**src/ssc_pkg.sv**
```systemverilog
package ssc_pkg;

  // Serial word layout
  localparam int unsigned WORD_W       = 16;
  localparam int unsigned ALIVE_BIT    = 15;
  localparam int unsigned ADDR_LSB     = 9;
  localparam int unsigned ADDR_MSB     = 12;
  localparam logic [4:0]  WORD_BITS    = 5'h10;

  // Write addresses (serial-input registers)
  localparam logic [3:0]  ADDR_GCR     = 4'h5;
  localparam logic [3:0]  ADDR_CTL0    = 4'h6;
  localparam logic [3:0]  ADDR_CTL1    = 4'h7;

  // Readback selectors (one of 8 internal registers)
  localparam logic [2:0]  RD_STAT      = 3'h0;
  localparam logic [2:0]  RD_FLT0      = 3'h1;
  localparam logic [2:0]  RD_FLT1      = 3'h2;
  localparam logic [2:0]  RD_DIAG0     = 3'h3;
  localparam logic [2:0]  RD_DIAG1     = 3'h4;
  localparam logic [2:0]  RD_GCR       = 3'h5;
  localparam logic [2:0]  RD_CTL0      = 3'h6;
  localparam logic [2:0]  RD_CTL1      = 3'h7;

  // global_config_reg fields
  localparam int unsigned GCR_SENSE_A  = 0;
  localparam int unsigned GCR_SENSE_B  = 1;
  localparam int unsigned GCR_TH_EN    = 2;
  localparam int unsigned GCR_EXT_CLK  = 3;
  localparam logic [15:0] GCR_RST      = 16'h0000;

  // Channel control register fields
  localparam int unsigned CTL_ON       = 0;
  localparam int unsigned CTL_DIR_DIS  = 1;
  localparam logic [15:0] CTL_RST      = 16'h0000;

  // Sensed value width
  localparam int unsigned SENSE_W      = 10;

  // Timing counts in clk cycles (20 MHz)
  localparam int unsigned CNT_W        = 24;
  localparam logic [23:0] ALIVE_TIMEOUT_CYC = 24'h004E20;
  localparam logic [23:0] SLEEP_DLY_CYC     = 24'h000FA0;
  localparam logic [23:0] CLK_LOSS_CYC      = 24'h0007D0;
  localparam logic [7:0]  SENSE_SETTLE_CYC  = 8'h28;

  typedef enum logic [2:0] {
    SSC_SLEEP    = 3'b001,
    SSC_NORMAL   = 3'b010,
    SSC_FAILSAFE = 3'b100
  } ssc_mode_e;

  // Per-channel fault events from the analog side
  typedef struct packed {
    logic oc;
    logic ot;
    logic short_vpwr;
    logic severe_sc;
    logic open_load_on;
    logic open_load_off;
  } ssc_flt_s;

endpackage : ssc_pkg

```
**src/ssc_clkmon.sv**
```systemverilog
`timescale 1ns/100ps
module ssc_clkmon
  import ssc_pkg::*;
#(
  parameter logic [CNT_W-1:0] LOSS_CYC = CLK_LOSS_CYC
) (
  input  wire logic clk,
  input  wire logic sys_rst,
  input  wire logic enable,
  input  wire logic pwm_clk_s,
  output logic      lost
);

  typedef struct packed {
    logic             prev;
    logic [CNT_W-1:0] cnt;
    logic             lost;
  } ssc_cm_s;

  ssc_cm_s st_q;
  ssc_cm_s st_d;

  always_comb begin
    st_d      = st_q;
    st_d.prev = pwm_clk_s;
    if (!enable || (pwm_clk_s != st_q.prev)) begin
      st_d.cnt  = '0;
      st_d.lost = 1'b0;
    end else if (st_q.cnt == LOSS_CYC - 1'b1) begin
      st_d.lost = 1'b1;
    end else begin
      st_d.cnt = st_q.cnt + 1'b1;
    end
  end

  always_ff @(posedge clk) begin
    if (sys_rst) begin
      st_q <= '0;
    end else begin
      st_q <= st_d;
    end
  end

  assign lost = st_q.lost;

endmodule : ssc_clkmon

```
**src/ssc_front_end.sv**
```systemverilog
`timescale 1ns/100ps
// Functional notes
// - Both sense select bits clear: sense output goes high impedance.
// - Sense output disabled while any overcurrent window is active.
// - No sensing in fail-safe, nor in normal mode without logic supply.
// - Track-and-hold: while channel off, present value held before turn-off.
// - Sense-ready pulled low once settled, released at each turn-off.
// - Direct input low turns channel off, high turns it on.
// - Rising edge on either direct input wakes the device from sleep.
// - Load-type input low selects bulb profile, high selects motor profile.
// - Any fault drives the open-drain fault flag low.
// - Each fault has its own bit; reading the register clears it.
// - External PWM clock monitored; loss raises a clock-fail fault.
// - All serial registers held at reset value while reset input low; the code keeps the latched fault bits.
// - With reset low, sleep a fixed delay after last direct input falls.
// - Rising reset input wakes device and starts the watchdog.
// - First word bit must toggle within timeout, else fail-safe.
// - Transfers only with chip select low; otherwise ignore and tristate.
// - Chip select rise copies shift register into addressed register.
// - Chip select fall loads output shifter from previously selected register.
// - Input sampled on serial clock fall, output shifted on rise.
// - Sixteen-bit words, MSB first, address in bits 12 to 9.
// - After wake-up all registers return to defaults, normal mode entered; the code keeps the latched fault bits.
module ssc_front_end
  import ssc_pkg::*;
#(
  parameter logic [CNT_W-1:0] ALIVE_CYC  = ALIVE_TIMEOUT_CYC,
  parameter logic [CNT_W-1:0] SLEEP_CYC  = SLEEP_DLY_CYC,
  parameter logic [CNT_W-1:0] LOSS_CYC   = CLK_LOSS_CYC,
  parameter logic [7:0]       SETTLE_CYC = SENSE_SETTLE_CYC
) (
  input  wire logic               clk,
  input  wire logic               sys_rst,
  input  wire logic               sclk,
  input  wire logic               chip_sel_n,
  input  wire logic               si,
  output logic                    so_out,
  output logic                    so_oe_n,
  input  wire logic               reset_n_in,
  input  wire logic [1:0]         din,
  input  wire logic [1:0]         load_type_sel,
  input  wire logic               vdd_ok,
  input  wire logic               pwm_clk,
  input  wire ssc_flt_s [1:0]     chan_flt,
  input  wire logic               ov_evt,
  input  wire logic               uv_evt,
  input  wire logic [1:0]         oc_window,
  input  wire logic [SENSE_W-1:0] sense_in,
  output logic [SENSE_W-1:0]      sense_out,
  output logic                    sense_out_oe_n,
  output logic                    sense_rdy_n_out,
  output logic                    sense_rdy_n_oe_n,
  output logic                    fault_flag_n_out,
  output logic                    fault_flag_n_oe_n,
  output logic [1:0]              chan_on,
  output logic [1:0]              load_motor,
  output logic                    asleep,
  output logic                    failsafe
);

  typedef struct packed {
    ssc_mode_e          mode;
    logic [15:0]        sh_in;
    logic [15:0]        sh_out;
    logic [4:0]         bits;
    logic [2:0]         rd_ptr;
    logic [2:0]         rd_cur;
    logic               so;
    logic [15:0]        global_config_reg;
    logic [15:0]        ctl0;
    logic [15:0]        ctl1;
    logic [1:0][3:0]    flt;
    logic [1:0][1:0]    diag;
    logic [2:0]         gstat;
    logic               sclk_p;
    logic               cs_p;
    logic               rst_p;
    logic [1:0]         din_p;
    logic               alive;
    logic [CNT_W-1:0]   wd_cnt;
    logic [CNT_W-1:0]   sl_cnt;
    logic [1:0]         chan;
    logic [SENSE_W-1:0] hold;
    logic [7:0]         settle;
    logic               rdy;
  } ssc_fe_s;

  ssc_fe_s st_q;
  ssc_fe_s st_d;

  logic [9:0] sync_q;
  logic       sclk_s;
  logic       cs_s;
  logic       si_s;
  logic       rst_s;
  logic [1:0] din_s;
  logic       vdd_s;
  logic       pwm_s;
  logic       clk_lost;

  ssc_sync #(.W(10)) u_sync (
    .clk      (clk),
    .sys_rst  (sys_rst),
    .async_in ({pwm_clk, vdd_ok, load_type_sel, din, reset_n_in, si, chip_sel_n, sclk}),
    .sync_out (sync_q)
  );

  assign sclk_s     = sync_q[0];
  assign cs_s       = sync_q[1];
  assign si_s       = sync_q[2];
  assign rst_s      = sync_q[3];
  assign din_s      = sync_q[5:4];
  assign load_motor = sync_q[7:6];
  assign vdd_s      = sync_q[8];
  assign pwm_s      = sync_q[9];

  ssc_clkmon #(.LOSS_CYC(LOSS_CYC)) u_clkmon (
    .clk       (clk),
    .sys_rst   (sys_rst),
    .enable    (st_q.global_config_reg[GCR_EXT_CLK] && (st_q.mode != SSC_SLEEP)),
    .pwm_clk_s (pwm_s),
    .lost      (clk_lost)
  );

  function automatic logic [15:0] rd_word(input logic [2:0] idx, input ssc_fe_s s);
    logic [15:0] w;
    w = 16'h0000;
    case (idx)
      RD_STAT:  w = {8'h00, s.chan, s.mode == SSC_NORMAL, s.mode == SSC_FAILSAFE,
                     1'b0, s.gstat};
      RD_FLT0:  w = {12'h000, s.flt[0]};
      RD_FLT1:  w = {12'h000, s.flt[1]};
      RD_DIAG0: w = {14'h0000, s.diag[0]};
      RD_DIAG1: w = {14'h0000, s.diag[1]};
      RD_GCR:   w = s.global_config_reg;
      RD_CTL0:  w = s.ctl0;
      RD_CTL1:  w = s.ctl1;
      default:  w = 16'h0000;
    endcase
    return w;
  endfunction : rd_word

  logic       sclk_rise;
  logic       sclk_fall;
  logic       cs_fall;
  logic       cs_rise;
  logic       word_done;
  logic [3:0] word_addr;
  logic       rst_rise;
  logic       din_rise;
  logic       sense_en;
  logic       sel_ch;
  logic       any_fault;
  logic       regs_clear;

  assign sclk_rise = !cs_s && sclk_s && !st_q.sclk_p;
  assign sclk_fall = !cs_s && !sclk_s && st_q.sclk_p;
  assign cs_fall   = st_q.cs_p && !cs_s;
  assign cs_rise   = !st_q.cs_p && cs_s;
  assign word_done = cs_rise && (st_q.bits == WORD_BITS);
  assign word_addr = st_q.sh_in[ADDR_MSB:ADDR_LSB];
  assign rst_rise  = rst_s && !st_q.rst_p;
  assign din_rise  = |(din_s & ~st_q.din_p);
  assign sel_ch    = st_q.global_config_reg[GCR_SENSE_B];
  assign sense_en  = (st_q.global_config_reg[GCR_SENSE_A] || st_q.global_config_reg[GCR_SENSE_B])
                     && !(|oc_window)
                     && (st_q.mode == SSC_NORMAL) && vdd_s;
  assign any_fault = (|st_q.flt) || (|st_q.diag) || (|st_q.gstat);
  // Registers return to defaults on reset low and on every wake-up
  assign regs_clear = !rst_s
                      || ((st_q.mode == SSC_SLEEP) && (din_rise || rst_rise));

  always_comb begin
    logic [3:0] clr_f0;
    logic [3:0] clr_f1;
    logic [1:0] clr_d0;
    logic [1:0] clr_d1;
    logic [2:0] clr_g;
    clr_f0 = 4'h0;
    clr_f1 = 4'h0;
    clr_d0 = 2'h0;
    clr_d1 = 2'h0;
    clr_g  = 3'h0;
    st_d        = st_q;
    st_d.sclk_p = sclk_s;
    st_d.cs_p   = cs_s;
    st_d.rst_p  = rst_s;
    st_d.din_p  = din_s;

    // Serial shifting
    if (cs_fall) begin
      st_d.sh_out = rd_word(st_q.rd_ptr, st_q);
      st_d.so     = st_d.sh_out[WORD_W-1];
      st_d.rd_cur = st_q.rd_ptr;
      st_d.bits   = 5'h00;
    end else if (sclk_fall) begin
      st_d.sh_in = {st_q.sh_in[WORD_W-2:0], si_s};
      if (st_q.bits != 5'h1F) begin
        st_d.bits = st_q.bits + 5'h01;
      end
    end else if (sclk_rise && (st_q.bits != 5'h00)) begin
      st_d.sh_out = {st_q.sh_out[WORD_W-2:0], 1'b0};
      st_d.so     = st_q.sh_out[WORD_W-2];
    end

    // Word latch and clear-on-read of what was shifted out
    if (word_done) begin
      st_d.rd_ptr = word_addr[2:0];
      case (word_addr)
        ADDR_GCR:  st_d.global_config_reg  = st_q.sh_in;
        ADDR_CTL0: st_d.ctl0 = st_q.sh_in;
        ADDR_CTL1: st_d.ctl1 = st_q.sh_in;
        default:   st_d.global_config_reg  = st_q.global_config_reg;
      endcase
      case (st_q.rd_cur)
        RD_STAT:  clr_g  = st_q.gstat;
        RD_FLT0:  clr_f0 = st_q.flt[0];
        RD_FLT1:  clr_f1 = st_q.flt[1];
        RD_DIAG0: clr_d0 = st_q.diag[0];
        RD_DIAG1: clr_d1 = st_q.diag[1];
        default:  clr_g  = 3'h0;
      endcase
    end

    // Sticky fault bits, a new event wins over the read clear
    for (int c = 0; c < 2; c++) begin
      st_d.flt[c]  = st_q.flt[c] & ~((c == 0) ? clr_f0 : clr_f1);
      st_d.diag[c] = st_q.diag[c] & ~((c == 0) ? clr_d0 : clr_d1);
      st_d.flt[c]  = st_d.flt[c] | {chan_flt[c].oc, chan_flt[c].ot,
                                    chan_flt[c].short_vpwr, chan_flt[c].severe_sc};
      st_d.diag[c] = st_d.diag[c] | {chan_flt[c].open_load_on, chan_flt[c].open_load_off};
    end
    st_d.gstat = (st_q.gstat & ~clr_g) | {clk_lost, uv_evt, ov_evt};

    // Operating mode
    case (st_q.mode)
      SSC_SLEEP: begin
        st_d.wd_cnt = '0;
        st_d.sl_cnt = '0;
        if (din_rise || rst_rise) begin
          st_d.mode = SSC_NORMAL;
        end
      end
      SSC_NORMAL, SSC_FAILSAFE: begin
        if (!rst_s && (din_s == 2'b00)) begin
          if (st_q.sl_cnt == SLEEP_CYC - 1'b1) begin
            st_d.mode = SSC_SLEEP;
          end else begin
            st_d.sl_cnt = st_q.sl_cnt + 1'b1;
          end
        end else begin
          st_d.sl_cnt = '0;
        end
        if (!rst_s || rst_rise) begin
          st_d.wd_cnt = '0;
          st_d.alive  = 1'b0;
          if (rst_rise) begin
            st_d.mode = SSC_NORMAL;
          end
        end else if (st_q.mode == SSC_NORMAL) begin
          if (word_done && (st_q.sh_in[ALIVE_BIT] != st_q.alive)) begin
            st_d.alive  = st_q.sh_in[ALIVE_BIT];
            st_d.wd_cnt = '0;
          end else if (st_q.wd_cnt == ALIVE_CYC - 1'b1) begin
            st_d.mode = SSC_FAILSAFE;
          end else begin
            st_d.wd_cnt = st_q.wd_cnt + 1'b1;
          end
        end
      end
      default: begin
        st_d.mode = SSC_SLEEP;
      end
    endcase

    if (regs_clear) begin
      st_d.global_config_reg    = GCR_RST;
      st_d.ctl0   = CTL_RST;
      st_d.ctl1   = CTL_RST;
      st_d.rd_ptr = RD_STAT;
    end

    // Channel drive
    case (st_q.mode)
      SSC_NORMAL: begin
        st_d.chan[0] = st_q.ctl0[CTL_DIR_DIS] ? st_q.ctl0[CTL_ON] : din_s[0];
        st_d.chan[1] = st_q.ctl1[CTL_DIR_DIS] ? st_q.ctl1[CTL_ON] : din_s[1];
      end
      SSC_FAILSAFE: st_d.chan = din_s;
      default:      st_d.chan = 2'b00;
    endcase

    // Sense tracking, hold and ready
    if (st_q.chan[sel_ch] || !st_q.global_config_reg[GCR_TH_EN]) begin
      st_d.hold = sense_in;
    end
    if (!sense_en || (st_q.chan[sel_ch] && !st_d.chan[sel_ch])) begin
      st_d.settle = 8'h00;
      st_d.rdy    = 1'b0;
    end else if (st_q.chan[sel_ch]) begin
      if (st_q.settle == SETTLE_CYC - 8'h01) begin
        st_d.rdy = 1'b1;
      end else begin
        st_d.settle = st_q.settle + 8'h01;
      end
    end
  end

  always_ff @(posedge clk) begin
    if (sys_rst) begin
      st_q      <= '0;
      st_q.mode <= SSC_SLEEP;
      st_q.cs_p <= 1'b1;
    end else begin
      st_q <= st_d;
    end
  end

  assign so_out            = st_q.so;
  assign so_oe_n           = cs_s;
  assign sense_out         = st_q.hold;
  assign sense_out_oe_n    = !sense_en;
  assign sense_rdy_n_out   = 1'b0;
  assign sense_rdy_n_oe_n  = !st_q.rdy;
  assign fault_flag_n_out  = 1'b0;
  assign fault_flag_n_oe_n = !any_fault;
  assign chan_on           = st_q.chan;
  assign asleep            = st_q.mode == SSC_SLEEP;
  assign failsafe          = st_q.mode == SSC_FAILSAFE;

  a_sense_tristate: assert property (
    @(posedge clk) disable iff (sys_rst)
    (!st_q.global_config_reg[GCR_SENSE_A] && !st_q.global_config_reg[GCR_SENSE_B]) |-> sense_out_oe_n)
    else $error("sense output driven with both select bits clear");

  a_sense_oc_off: assert property (
    @(posedge clk) disable iff (sys_rst)
    (|oc_window) |-> (sense_out_oe_n ##1 !st_q.rdy))
    else $error("sense output active during overcurrent window");

  a_sense_fs_off: assert property (
    @(posedge clk) disable iff (sys_rst)
    (failsafe || !vdd_s) |-> sense_out_oe_n)
    else $error("sensing active in fail-safe or without supply");

  a_hold_keep: assert property (
    @(posedge clk) disable iff (sys_rst)
    (st_q.global_config_reg[GCR_TH_EN] && !st_q.chan[sel_ch] && $stable(st_q.global_config_reg))
    |=> $stable(sense_out))
    else $error("held sense value changed while channel off");

  a_rdy_release: assert property (
    @(posedge clk) disable iff (sys_rst)
    (st_q.chan[sel_ch] && !st_d.chan[sel_ch]) |=> sense_rdy_n_oe_n)
    else $error("sense ready not released at turn-off");

  a_fault_flag: assert property (
    @(posedge clk) disable iff (sys_rst)
    (ov_evt || uv_evt || chan_flt[0].oc || chan_flt[1].ot) |=> !fault_flag_n_oe_n)
    else $error("fault flag not asserted after fault");

  a_regs_reset: assert property (
    @(posedge clk) disable iff (sys_rst)
    !rst_s ##1 !rst_s |-> (st_q.global_config_reg == GCR_RST && st_q.ctl0 == CTL_RST))
    else $error("registers not held at reset value");

  a_wd_fail: assert property (
    @(posedge clk) disable iff (sys_rst)
    (st_q.mode == SSC_NORMAL && rst_s && st_q.rst_p && !word_done
     && st_q.wd_cnt == ALIVE_CYC - 1'b1) |=> failsafe)
    else $error("watchdog timeout did not enter fail-safe");

  a_so_tristate: assert property (
    @(posedge clk) disable iff (sys_rst)
    cs_s |-> (so_oe_n && !sclk_rise && !sclk_fall))
    else $error("serial port active while deselected");

  a_wake_normal: assert property (
    @(posedge clk) disable iff (sys_rst)
    (asleep && din_rise) |=> (st_q.mode == SSC_NORMAL && st_q.global_config_reg == GCR_RST))
    else $error("direct input rise did not wake the device");

endmodule : ssc_front_end

```
**src/ssc_sync.sv**
```systemverilog
`timescale 1ns/100ps
module ssc_sync #(
  parameter int unsigned W = 1
) (
  input  wire logic         clk,
  input  wire logic         sys_rst,
  input  wire logic [W-1:0] async_in,
  output logic      [W-1:0] sync_out
);

  typedef struct packed {
    logic [W-1:0] meta;
    logic [W-1:0] stable;
  } ssc_sync_s;

  ssc_sync_s st_q;
  ssc_sync_s st_d;

  always_comb begin
    st_d.meta   = async_in;
    st_d.stable = st_q.meta;
  end

  always_ff @(posedge clk) begin
    if (sys_rst) begin
      st_q <= '0;
    end else begin
      st_q <= st_d;
    end
  end

  assign sync_out = st_q.stable;

endmodule : ssc_sync
```
**config.mk**
```make
export PLATFORM = sky130hd
export DESIGN_NAME = ssc_front_end
export DESIGN_NICKNAME = d
export VERILOG_FILES = /design/src/ssc_pkg.sv /design/src/ssc_clkmon.sv /design/src/ssc_front_end.sv /design/src/ssc_sync.sv
export SDC_FILE = /design/constraint.sdc
export NUM_CORES = 1
export LEC_CHECK = 0
export BUFFER_PORTS_ARGS = -buffer_cell sky130_fd_sc_hd__buf_2
export CORE_AREA = 4 4 164 166
export DETAILED_ROUTE_END_ITERATION = 8
export DIE_AREA = 0 0 168 170
export HOLD_SLACK_MARGIN = 0.12
export SETUP_SLACK_MARGIN = 0.3
export SLEW_MARGIN = 5
export SYNTH_ARGS = -nofsm -noshare
export SYNTH_HDL_FRONTEND = slang
export SYNTH_HIERARCHICAL = 1
export SYNTH_SLANG_ARGS = --single-unit
```
**constraint.sdc**
```tcl
create_clock -name clk -period 2.1 [get_ports clk]
set_input_delay 0.105 -clock clk [delete_from_list [all_inputs] [get_ports clk]]
set_output_delay 0.105 -clock clk [all_outputs]
set_load 0.05 [all_outputs]
```
==> results of run 1 <==
layer usage:
metal,vias to the layer above,track usage [%],routed length (um)
met2,219,30.7,13800
li1,4731,-,-
met4,0,4.30,536
met1,4634,27.1,13800
met5,-,0,0
met3,36,3.07,1490
through the flow:
step,hold slack (ns),std cells,total power (W)
after floorplan,0.177,1231,0.00521
after global placement,0.311,1626,0.00543
after detailed placement,0.318,1626,0.00543
after CTS,0.0596,1743,0.0106
after global routing,0.249,1773,0.0111
final,0.246,1773,0.0108
registers in the layout (all words and copies together) (netlist names):
name / count
chan_on: 2
sel_ch: 1
sense_out: 10
so_out: 1
st_q: 170
u_clkmon/lost: 1
u_clkmon/st_q: 25
u_sync/st_d: 10
u_sync/sync_out: 10
timing repair:
item	4_1_cts	5_1_grt
setup buffers	27	27
gates resized for setup	114	217
hold endpoints to repair	50	6
setup endpoints to repair	107	157
pin swaps	45	109
cloned	4	2
hold buffers	39	1
final cells by class:
type | instances | area share (%)
Sequential cell | 230 | 31.5
Clock buffer | 36 | 5.20
Inverter | 22 | 0.584
Tap cell | 335 | 2.83
Timing Repair Buffer | 245 | 14.9
Clock inverter | 11 | 1.18
Multi-Input combinational cell | 894 | 43.8
critical path, cell delays in order, from the launching register on:
cell,delay (ns)
sky130_fd_sc_hd__dfxtp_2,0.34
sky130_fd_sc_hd__inv_2,0.04
sky130_fd_sc_hd__ha_4,0.14
sky130_fd_sc_hd__nor3b_4,0.14
sky130_fd_sc_hd__and2_4,0.15
sky130_fd_sc_hd__a2111o_1,0.42
sky130_fd_sc_hd__a211oi_2,0.28
sky130_fd_sc_hd__buf_6,0.18
sky130_fd_sc_hd__buf_4,0.12
sky130_fd_sc_hd__o21ai_1,0.07
sky130_fd_sc_hd__a21oi_1,0.14
logic make-up after synthesis:
family	synth area share, %
flip-flops	43.8
AO/OA/AOI/OAI	16.5
XOR/XNOR	2.33
adder cells (fa/ha/maj)	0.834
other	0.0357
multiplexers	4.49
buffers and inverters	5.03
AND/OR/NAND/NOR	26.9
path summary, 6_finish.rpt:
kind,slack (ns),from,depth (start not counted),end
max reg2reg,0.02,st_q[145],10,st_q[52]
max,0.02,st_q[145],10,st_q[52]
min,0.25,oc_window[0],7,st_q[0]
min reg2reg,0.44,u_sync/sync_out[2],2,st_q[166]
where the power goes:
group,internal (W),leakage (nW),switching [W]
clock,0.00305,0.460,0.00185
sequential,0.00444,1.88,0.0000626
combinational,0.000653,3.07,0.000725
Yosys cell counts, drive strengths merged, types with 17 or more instances:
| cell | instances | area share, % |
|---|---|---|
| a21oi | 128 | 6.2 |
| nor2 | 108 | 3.9 |
| nor3 | 29 | 1.7 |
| inv | 22 | 0.79 |
| buf | 36 | 2.5 |
| mux2 | 17 | 1.8 |
| and3 | 20 | 1.2 |
| dfxtp | 230 | 44 |
| xor2 | 18 | 1.5 |
| nand4 | 20 | 1.2 |
| mux2i | 28 | 2.7 |
| nor2b | 31 | 2.5 |
| nand2 | 188 | 6.9 |
| clkbuf | 49 | 1.8 |
| o21ai | 35 | 1.7 |
| nand3 | 51 | 2.5 |
==> impl_metrics.env, run 1 <==
export IMPL_timing_max_cap_violations=0
export IMPL_detailedRoute_firstIterationViolations=614
export IMPL_grt_total_usage_pct=19.0
export IMPL_dp_worst_setup_slack_ns=-0.0146
export IMPL_drt_pass1_iterations=5
export IMPL_outcome="finished clean"
export IMPL_synth_ff_latch_count=230
export IMPL_achievable_frequency_ghz=0.482
export IMPL_via_count=9620
export IMPL_area_growth_syn_to_layout_pct=40.7
export IMPL_postSynth_topFlopCell="sky130_fd_sc_hd__dfxtp_1"
export IMPL_synth_cell_type_count=80
export IMPL_number_of_buffers_inserted_during_clock_tree_synthesis=26
export IMPL_critPathKind="register to register"
export IMPL_detailed_placement_wirelength_estimate_um=18400
export IMPL_tns_ns=0
export IMPL_antenna_cells_inserted=0
export IMPL_timing_slew_headroom_pct=49.2
export IMPL_kind_of_capture_point_of_the_worst_setup_path="register"
export IMPL_initial_utilization_pct=41.0
export IMPL_die_x_um=168
export IMPL_ios=61
export IMPL_pin_count_of_the_biggest_net_entering_global_routing=52
export IMPL_ys_seq_area_share_pct=43.8
export IMPL_period_share_pct=98.9
export IMPL_mostFrequentLayoutCells="202 x sky130_fd_sc_hd__dfxtp_1, 117 x sky130_fd_sc_hd__nand2_1, 97 x sky130_fd_sc_hd__buf_4"
export IMPL_fin_skew_ns=0.0210
export IMPL_cp_max_fo=6
export IMPL_layout_filler_cells=2122
export IMPL_placementRows=59
export IMPL_report_final_hold_viol_count=0
export IMPL_cts_root_buf="sky130_fd_sc_hd__clkbuf_16"
export IMPL_post_route_cell_area_um2=14800
export IMPL_cts_num_sinks=230
export IMPL_synthesis_area_um2=10500
export IMPL_multi_input_comb_area_um2=6480
export IMPL_initial_antenna_violation_count=0
export IMPL_async_flop_share_pct=0
export IMPL_antenna_left=0
export IMPL_grt_setup_unrepaired="true"
export IMPL_design_final_nets=1464
export IMPL_syn_inst=1230
export IMPL_hold_path_class="primary input to register"
export IMPL_crit_arrival_ns=2.53
export IMPL_finalWorstSetupSlack_ns=0.0239
export IMPL_cp_data_required_time_ns=2.56
export IMPL_tritoncts="yes"
export IMPL_route_detailed_vias_per_inst=5.43
export IMPL_number_of_synthesized_flops_with_an_enable_pin=0
export IMPL_static_leakage_power_nw=5.41
export IMPL_drt_wl_total_um=29600
export IMPL_mostFrequentLayoutCell="sky130_fd_sc_hd__dfxtp_1"
export IMPL_register_area_um2=4660
export IMPL_dieArea_um2=28600
export IMPL_clkSlewWorstSetupHoldPaths_ns=0.06
export IMPL_max_slew_worst_pin_slew_ns=0.762
export IMPL_clk_latency_ns=0.54
export IMPL_port_buffers=58
export IMPL_setup_violating_endpoint_count_in_the_final_report=0
export IMPL_power_density_nw_per_um2=729
export IMPL_synthesis_area_per_instance_um2=8.54
export IMPL_yosysWarningCount=6
export IMPL_peakVddDrop_mv=0.593
export IMPL_critPathLaunchType="register"
export IMPL_final_min_clock_period_ns=2.08
export IMPL_cts_path_max_buffers=3
export IMPL_remaining_drc_errors=0
export IMPL_placeableCoreArea_um2=25600
export IMPL_die_height_um=170
export IMPL_final_util_pct=57.7
export IMPL_grt_overflow_total=0
export IMPL_wl_per_cell_um=16.7
export IMPL_grt_pass1_wl_um=46200
export IMPL_slew_viol_final=0
export IMPL_globalplace_congestion=0.867
export IMPL_grt_pass1_vias=9036
export IMPL_cts_max_level=1
export IMPL_dpl_cell_area_um2=11700
export IMPL_drive_above_1_share_pct=38.8
Note: power is estimated with default switching activity, not from simulation.
==> run 2, diff against run 1 <==
CORE_AREA = 4 4 136 138   (was 4 4 164 166)
DIE_AREA = 0 0 140 142   (was 0 0 168 170)
PLACE_DENSITY = 0.78   (was not set)
SYNTH_HIERARCHICAL = not set   (was 1)
clock period = 2.31 ns   (was 2.1 ns; I/O delays follow)
==> run 2 against run 1 <==
Wire length decreased by 11%. Register-to-register slack improved by 0.08 ns. Sequential power shrank 9.3%. Largest power group is now sequential cells. Combinational power down 59%. Total power down 20%. Global-route usage rose by 5.8 points. Clock skew is 0.0069 ns lower. Non-clock buffer count down 61.
==> impl_metrics.env, run 2 <==
export IMPL_outcome="finished clean"
export IMPL_clk_latency_ns=0.52
export IMPL_largest_register_ff_count=170
export IMPL_dp_worst_setup_slack_ns=-0.0638
export IMPL_crit_path_top_delay_cell="sky130_fd_sc_hd__or4_4"
export IMPL_ios=61
export IMPL_number_of_buffers_inserted_during_clock_tree_synthesis=24
export IMPL_tritoncts="yes"
export IMPL_netlist_area_leader_share_pct=44.6
export IMPL_timing_max_cap_violations=0
export IMPL_remaining_drc_errors=0
export IMPL_yosysWarningCount=0
export IMPL_crit_arrival_ns=2.65
export IMPL_grt_overflow_total=0
export IMPL_largest_register="st_q"
export IMPL_swShare_pct=22.6
export IMPL_grt_pass1_wl_um=41900
export IMPL_kind_of_capture_point_of_the_worst_setup_path="register"
export IMPL_globalplace_congestion=0.908
export IMPL_area_growth_syn_to_layout_pct=23.8
export IMPL_synthesis_area_um2=10300
export IMPL_placeableCoreArea_um2=17200
export IMPL_timing_slew_headroom_pct=47.1
export IMPL_clkSlewWorstSetupHoldPaths_ns=0.07
export IMPL_dieArea_um2=19900
export IMPL_synthDominantAreaCellType="sky130_fd_sc_hd__dfxtp_1"
export IMPL_most_used_layer_global_route="met2"
export IMPL_fin_skew_ns=0.0141
export IMPL_grt_total_usage_pct=24.9
export IMPL_port_buffers=58
export IMPL_groute_layer_met3_usage_pct=3.97
export IMPL_cpMostUsedCell="sky130_fd_sc_hd__buf_6"
export IMPL_path_cells="inv_2, ha_2, or3b_4, buf_6, nor3_4, nor4_4, buf_6, or4_4, a21oi_2"
export IMPL_final_util_pct=74.3
export IMPL_initial_utilization_pct=60.0
export IMPL_antenna_left=0
export IMPL_initial_antenna_violation_count=0
export IMPL_final_min_clock_period_ns=2.21
export IMPL_async_flop_share_pct=0
export IMPL_synth_ff_latch_count=230
export IMPL_whs_ns=0.230
export IMPL_cts_path_max_buffers=3
export IMPL_cp_max_fo=7
export IMPL_groute_layer_met2_usage_pct=42.6
export IMPL_design_final_nets=1336
export IMPL_mostFrequentLayoutCell="sky130_fd_sc_hd__dfxtp_1"
export IMPL_hold_path_class="primary input to register"
export IMPL_ys_top_cells_by_area="sky130_fd_sc_hd__dfxtp_1 45%, sky130_fd_sc_hd__mux2i_1 6.1%, sky130_fd_sc_hd__nor2_1 5.2%"
export IMPL_drive_above_1_share_pct=20.9
export IMPL_route_detailed_vias_per_inst=5.98
export IMPL_synth_top_cells_by_count="230 x sky130_fd_sc_hd__dfxtp_1, 143 x sky130_fd_sc_hd__nor2_1, 92 x sky130_fd_sc_hd__nand2_1"
export IMPL_cts_max_level=1
export IMPL_achievable_frequency_ghz=0.453
export IMPL_cts_num_sinks=230
export IMPL_syn_inst=1162
export IMPL_worst_path_largest_cell_delay_ns=0.42
export IMPL_clockPowerShare_pct=45.9
export IMPL_peakVddDrop_mv=0.544
export IMPL_post_synth_top_count_cell="sky130_fd_sc_hd__dfxtp_1"
export IMPL_antenna_cells_inserted=0
export IMPL_detailed_placement_wirelength_estimate_um=15900
export IMPL_report_final_hold_viol_count=0
export IMPL_combPwrFrac_pct=6.6
export IMPL_synth_cell_type_count=73
export IMPL_placementRows=48
export IMPL_critPathKind="register to register"
export IMPL_drt_wl_total_um=26200
export IMPL_number_of_synthesized_flops_with_an_enable_pin=0
export IMPL_intPower_w=0.00665
export IMPL_p_seq_share_pct=47.5
export IMPL_slew_viol_final=0
export IMPL_grt_pass1_vias=8739
export IMPL_power_density_nw_per_um2=673
export IMPL_finalWorstSetupSlack_ns=0.101
export IMPL_critPathLaunchType="register"
export IMPL_wl_per_cell_um=17.1
export IMPL_layout_filler_cells=1217
export IMPL_grt_setup_unrepaired="true"
export IMPL_mostFrequentLayoutCells="216 x sky130_fd_sc_hd__dfxtp_1, 132 x sky130_fd_sc_hd__nor2_1, 90 x sky130_fd_sc_hd__nand2_1"
export IMPL_die_height_um=142
export IMPL_switching_power_summed_over_all_nets_w=0.00194
export IMPL_die_x_um=140
export IMPL_synthesis_area_per_instance_um2=8.87
export IMPL_postSynth_topFlopCell="sky130_fd_sc_hd__dfxtp_1"
export IMPL_reg_top3="st_q (170), u_clkmon.st_q (25)"
export IMPL_via_count=9167
export IMPL_pin_count_of_the_biggest_net_entering_global_routing=51
export IMPL_period_share_pct=95.6
export IMPL_static_leakage_power_nw=4.57
export IMPL_max_slew_worst_pin_slew_ns=0.793
export IMPL_detailedRoute_firstIterationViolations=728
export IMPL_ys_seq_area_share_pct=44.6
export IMPL_cp_data_required_time_ns=2.75
export IMPL_drt_pass1_iterations=5
export IMPL_met1_track_usage_gr_pct=32.4
export IMPL_cts_root_buf="sky130_fd_sc_hd__clkbuf_16"
export IMPL_setup_violating_endpoint_count_in_the_final_report=0
run 2: changes by cell type after synthesis, sizes merged, moves of 8 or more:
cell	before	now
nand2	188	92
nor4	15	26
mux2i	28	63
a21oi	128	86
o21ai	35	24
xnor2	10	32
clkbuf	49	41
a311oi	10	1
nor2	108	143
run 2: cell type report:
| type | instances | area [um2] | area share (%) |
|---|---|---|---|
| clock buffer | 35 | 723 | 5.66 |
| multi-input combinational | 831 | 5460 | 42.8 |
| timing repair buffer | 184 | 1500 | 11.8 |
| clock inverter | 7 | 90.1 | 0.706 |
| tap | 225 | 282 | 2.21 |
| sequential | 230 | 4630 | 36.3 |
| inverter | 20 | 77.6 | 0.608 |
run 2: per-stage QoR:
step | cells | power [W] | TNS, ns | cell area, um2
finish | 1532 | 0.00859 | 0 | 12800
global route | 1532 | 0.00884 | 0 | 12800
floorplan | 1163 | 0.00446 | 0 | 10300
CTS | 1513 | 0.00857 | 0 | 12400
global placement | 1415 | 0.00459 | 0 | 10900
detailed placement | 1415 | 0.00460 | -0.366 | 10900
run 2: cells by family after synthesis:
kind of cell    Yosys count  synth area share, %
compound gates          188                 11.6
xor+xnor                 48                 4.08
fa+ha+maj                 7                0.849
buf+inv                 102                 4.72
flops                   230                 44.6
mux                      81                 8.30
other cells               1               0.0364
simple gates            505                 25.7
run 2: per-layer routing:
layer  vias to the layer above  wire, um  share of wire [%]
li1                       4405         -                  -
met1                      4371     11300                 43
met2                       309     12700                 48
met3                        82      1450                5.5
met4                         0       800                3.1
met5                         -         0                  0
run 2: power groups by stage:
stage                     combinational [W]  sequential (W)  clock [W]
after global routing               0.000609         0.00408    0.00415
after CTS                          0.000500         0.00407    0.00399
after detailed placement           0.000438         0.00416          0
final                              0.000568         0.00408    0.00394
after global placement             0.000433         0.00416          0
after floorplan                    0.000316         0.00415          0
run 2: worst paths after layout:
kind,startpoint,to,slack (ns),cells after the start
setup / recovery,st_q[146],st_q[50],0.10,9
hold / removal,oc_window[0],st_q[5],0.23,6
setup reg to reg,st_q[146],st_q[50],0.10,9
hold reg to reg,u_sync.sync_out[2],st_q[166],0.43,2
run 2: repair_timing:
item | in CTS | in global routing
endpoints found under the hold margin | 45 | 0
cloned | 1 | 3
hold buffers | 45 | 0
setup buffers | 10 | 16
pin swaps | 5 | 30
setup endpoints to repair | 79 | 102
resized for setup | 24 | 72
run 2: critical path: cells and delay by family, from the launching register on:
kind	cells	cell delay [ns]
simple gates	4	1.19
flops	1	0.33
compound gates	1	0.14
buf+inv	3	0.33
fa+ha+maj	1	0.14
==> run 3, diff against run 2 <==
RECOVER_POWER = 100   (was not set)
==> run 3 against run 2 <==
Critical path depth is the same. Via count is essentially flat. Maximum frequency shrank 0.19%. Cell count is the same. First-iteration DRC count grew 1.8%. Highest routed layer unchanged. Register-to-register slack is essentially flat. Sequential share of layout area grew 0.66 points.
==> impl_metrics.env, run 3 (synthesized netlist as in run 2, its figures left out) <==
export IMPL_tritoncts="yes"
export IMPL_static_leakage_power_nw=4.45
export IMPL_initial_antenna_violation_count=0
export IMPL_area_growth_syn_to_layout_pct=21.4
export IMPL_critPathLaunchType="register"
export IMPL_drt_pass1_iterations=5
export IMPL_timing_max_cap_violations=0
export IMPL_setup_worst_path_end="st_q[154]"
export IMPL_final_min_clock_period_ns=2.21
export IMPL_crit_path_top_delay_cell="sky130_fd_sc_hd__or3b_1"
export IMPL_cts_max_level=1
export IMPL_cts_num_sinks=230
export IMPL_worst_r2r_cell_count=9
export IMPL_globalplace_congestion=0.908
export IMPL_grt_pass1_vias=8739
export IMPL_path_cells="inv_2, ha_1, or3b_1, clkbuf_1, o211ai_1, buf_12, clkbuf_4, mux2i_1, a211oi_1"
export IMPL_report_final_hold_viol_count=0
export IMPL_clockPowerShare_pct=46.1
export IMPL_largest_register_ff_count=170
export IMPL_number_of_buffers_inserted_during_clock_tree_synthesis=24
export IMPL_port_buffers=58
export IMPL_power_density_nw_per_um2=684
export IMPL_clkSlewWorstSetupHoldPaths_ns=0.06
export IMPL_rr_endpoint="st_q[154]"
export IMPL_placementRows=48
export IMPL_grt_overflow_total=0
export IMPL_dieArea_um2=19900
export IMPL_antenna_cells_inserted=0
export IMPL_die_height_um=142
export IMPL_remaining_drc_errors=0
export IMPL_hold_path_startpoint="oc_window[0]"
export IMPL_hold_path_class="primary input to register"
export IMPL_design_final_nets=1336
export IMPL_reg2reg_setup_slack_ns=0.1
export IMPL_placeableCoreArea_um2=17200
export IMPL_cts_path_max_buffers=3
export IMPL_fin_skew_ns=0.0129
export IMPL_wl_per_cell_um=17.1
export IMPL_period_share_pct=95.8
export IMPL_drt_wl_total_um=26100
export IMPL_mostFrequentLayoutCell="sky130_fd_sc_hd__dfxtp_1"
export IMPL_swShare_pct=22.6
export IMPL_pin_count_of_the_biggest_net_entering_global_routing=51
export IMPL_detailedRoute_firstIterationViolations=741
export IMPL_antenna_left=0
export IMPL_p_seq_share_pct=47.6
export IMPL_intPower_w=0.00663
export IMPL_setup_violating_endpoint_count_in_the_final_report=0
export IMPL_dpl_cell_area_um2=10900
export IMPL_grt_setup_unrepaired="true"
export IMPL_combPwrFrac_pct=6.3
export IMPL_crit_arrival_ns=2.57
export IMPL_critPathLaunch="st_q[146]"
export IMPL_slew_viol_final=0
export IMPL_post_route_cell_area_um2=12500
export IMPL_reg_top3="st_q (170), u_clkmon.st_q (25)"
export IMPL_via_count=9170
export IMPL_kind_of_capture_point_of_the_worst_setup_path="register"
export IMPL_detailed_placement_wirelength_estimate_um=15900
export IMPL_grt_total_usage_pct=24.9
export IMPL_critPathKind="register to register"
export IMPL_final_util_pct=72.9
export IMPL_number_of_standard_cells_in_the_layout_taps_in_and_fillers_out=1532
export IMPL_cts_root_buf="sky130_fd_sc_hd__clkbuf_16"
export IMPL_outcome="finished clean"
export IMPL_achievable_frequency_ghz=0.452
export IMPL_cp_data_required_time_ns=2.66
export IMPL_route_detailed_vias_per_inst=5.99
export IMPL_peakVddDrop_mv=0.544
export IMPL_largest_register="st_q"
export IMPL_max_slew_worst_pin_slew_ns=0.999
export IMPL_switching_power_summed_over_all_nets_w=0.00194
export IMPL_post_place_cells=1415
export IMPL_cp_max_fo=16
export IMPL_worst_path_largest_cell_delay_ns=0.39
export IMPL_timing_slew_headroom_pct=33.4
export IMPL_grt_pass1_wl_um=41900
export IMPL_die_x_um=140
export IMPL_ios=61
export IMPL_launching_point_of_the_worst_reg2reg_path="st_q[146]"
export IMPL_clk_latency_ns=0.52
export IMPL_drive_above_1_share_pct=17.4
export IMPL_initial_utilization_pct=60.0
export IMPL_mostFrequentLayoutCells="219 x sky130_fd_sc_hd__dfxtp_1, 137 x sky130_fd_sc_hd__nor2_1, 91 x sky130_fd_sc_hd__nand2_1"
[run 3: changes by cell type in the layout (fill, tap and decap cells not counted), moves of 3 or more]
cell                       change
sky130_fd_sc_hd__nor2_2        -3
sky130_fd_sc_hd__dfxtp_1       +3
sky130_fd_sc_hd__buf_2        -21
sky130_fd_sc_hd__buf_6         -8
sky130_fd_sc_hd__clkbuf_1     +23
sky130_fd_sc_hd__buf_4         -9
sky130_fd_sc_hd__clkbuf_4      +5
sky130_fd_sc_hd__clkbuf_2     +13
sky130_fd_sc_hd__nor2_1        +5
[run 3: worst max-delay path: cells and delay by family, from the launching register on]
family / cells / cell delay [ns]
buffers and inverters: 4 / 0.58
AO/OA/AOI/OAI: 2 / 0.42
AND/OR/NAND/NOR: 1 / 0.39
flip-flops: 1 / 0.33
multiplexers: 1 / 0.21
adder cells (fa/ha/maj): 1 / 0.11
[run 3: layer usage]
layer	vias up	routed length [um]	part of all wire [%]	global-route usage, %
met2	279	12700	49	42.6
li1	4402	-	-	-
met1	4411	11300	43	32.4
met3	78	1380	5.3	3.97
met4	0	751	2.9	8.06
met5	-	0	0	0
[run 3: layout make-up]
| type | count | area (um2) |
|---|---|---|
| multi-input combinational | 831 | 5370 |
| fill | 1289 | 4650 |
| sequential | 230 | 4620 |
| timing repair buffer | 184 | 1360 |
| clock buffer | 35 | 723 |
| tap | 225 | 282 |
| clock inverter | 7 | 90.1 |
| inverter | 20 | 77.6 |
[run 3: repair_timing]
item,4_1_cts,5_1_grt
hold buffers,45,0
setup endpoints to repair,79,102
buffers inserted,10,16
gates resized for setup,24,72
endpoints found under the hold margin,45,0
cloned,1,3
pin swaps,5,30
[run 3: how the worst min path moves through the flow]
stage                endpoint  slack (ns)  cells past startpoint
2_1_floorplan        st_q[72]        0.21                      1
3_3_place_gp         st_q[89]        0.32                      3
3_5_place_dp   u_sync.st_d[3]        0.33                      2
4_1_cts               st_q[6]        0.23                      6
5_1_grt               st_q[0]        0.30                      6
6_report              st_q[5]        0.23                      6
[run 3: power by group through the flow]
stage	Combinational, W	Clock, W	Sequential [W]
CTS	0.000500	0.00399	0.00407
finish	0.000538	0.00395	0.00408
global route	0.000581	0.00415	0.00408
global placement	0.000433	0	0.00416
detailed placement	0.000438	0	0.00416
floorplan	0.000316	0	0.00415
[run 3: per-stage QoR]
stage          worst slack [ns]  power [W]  setup TNS (ns)  hold slack (ns)
6_report                 0.0966    0.00857               0            0.235
3_5_place_dp            -0.0638    0.00460          -0.366            0.327
5_1_grt                  0.0360    0.00881               0            0.304
4_1_cts                   0.247    0.00857               0            0.226
3_3_place_gp             0.0161    0.00459               0            0.318
2_1_floorplan             0.303    0.00446               0            0.206
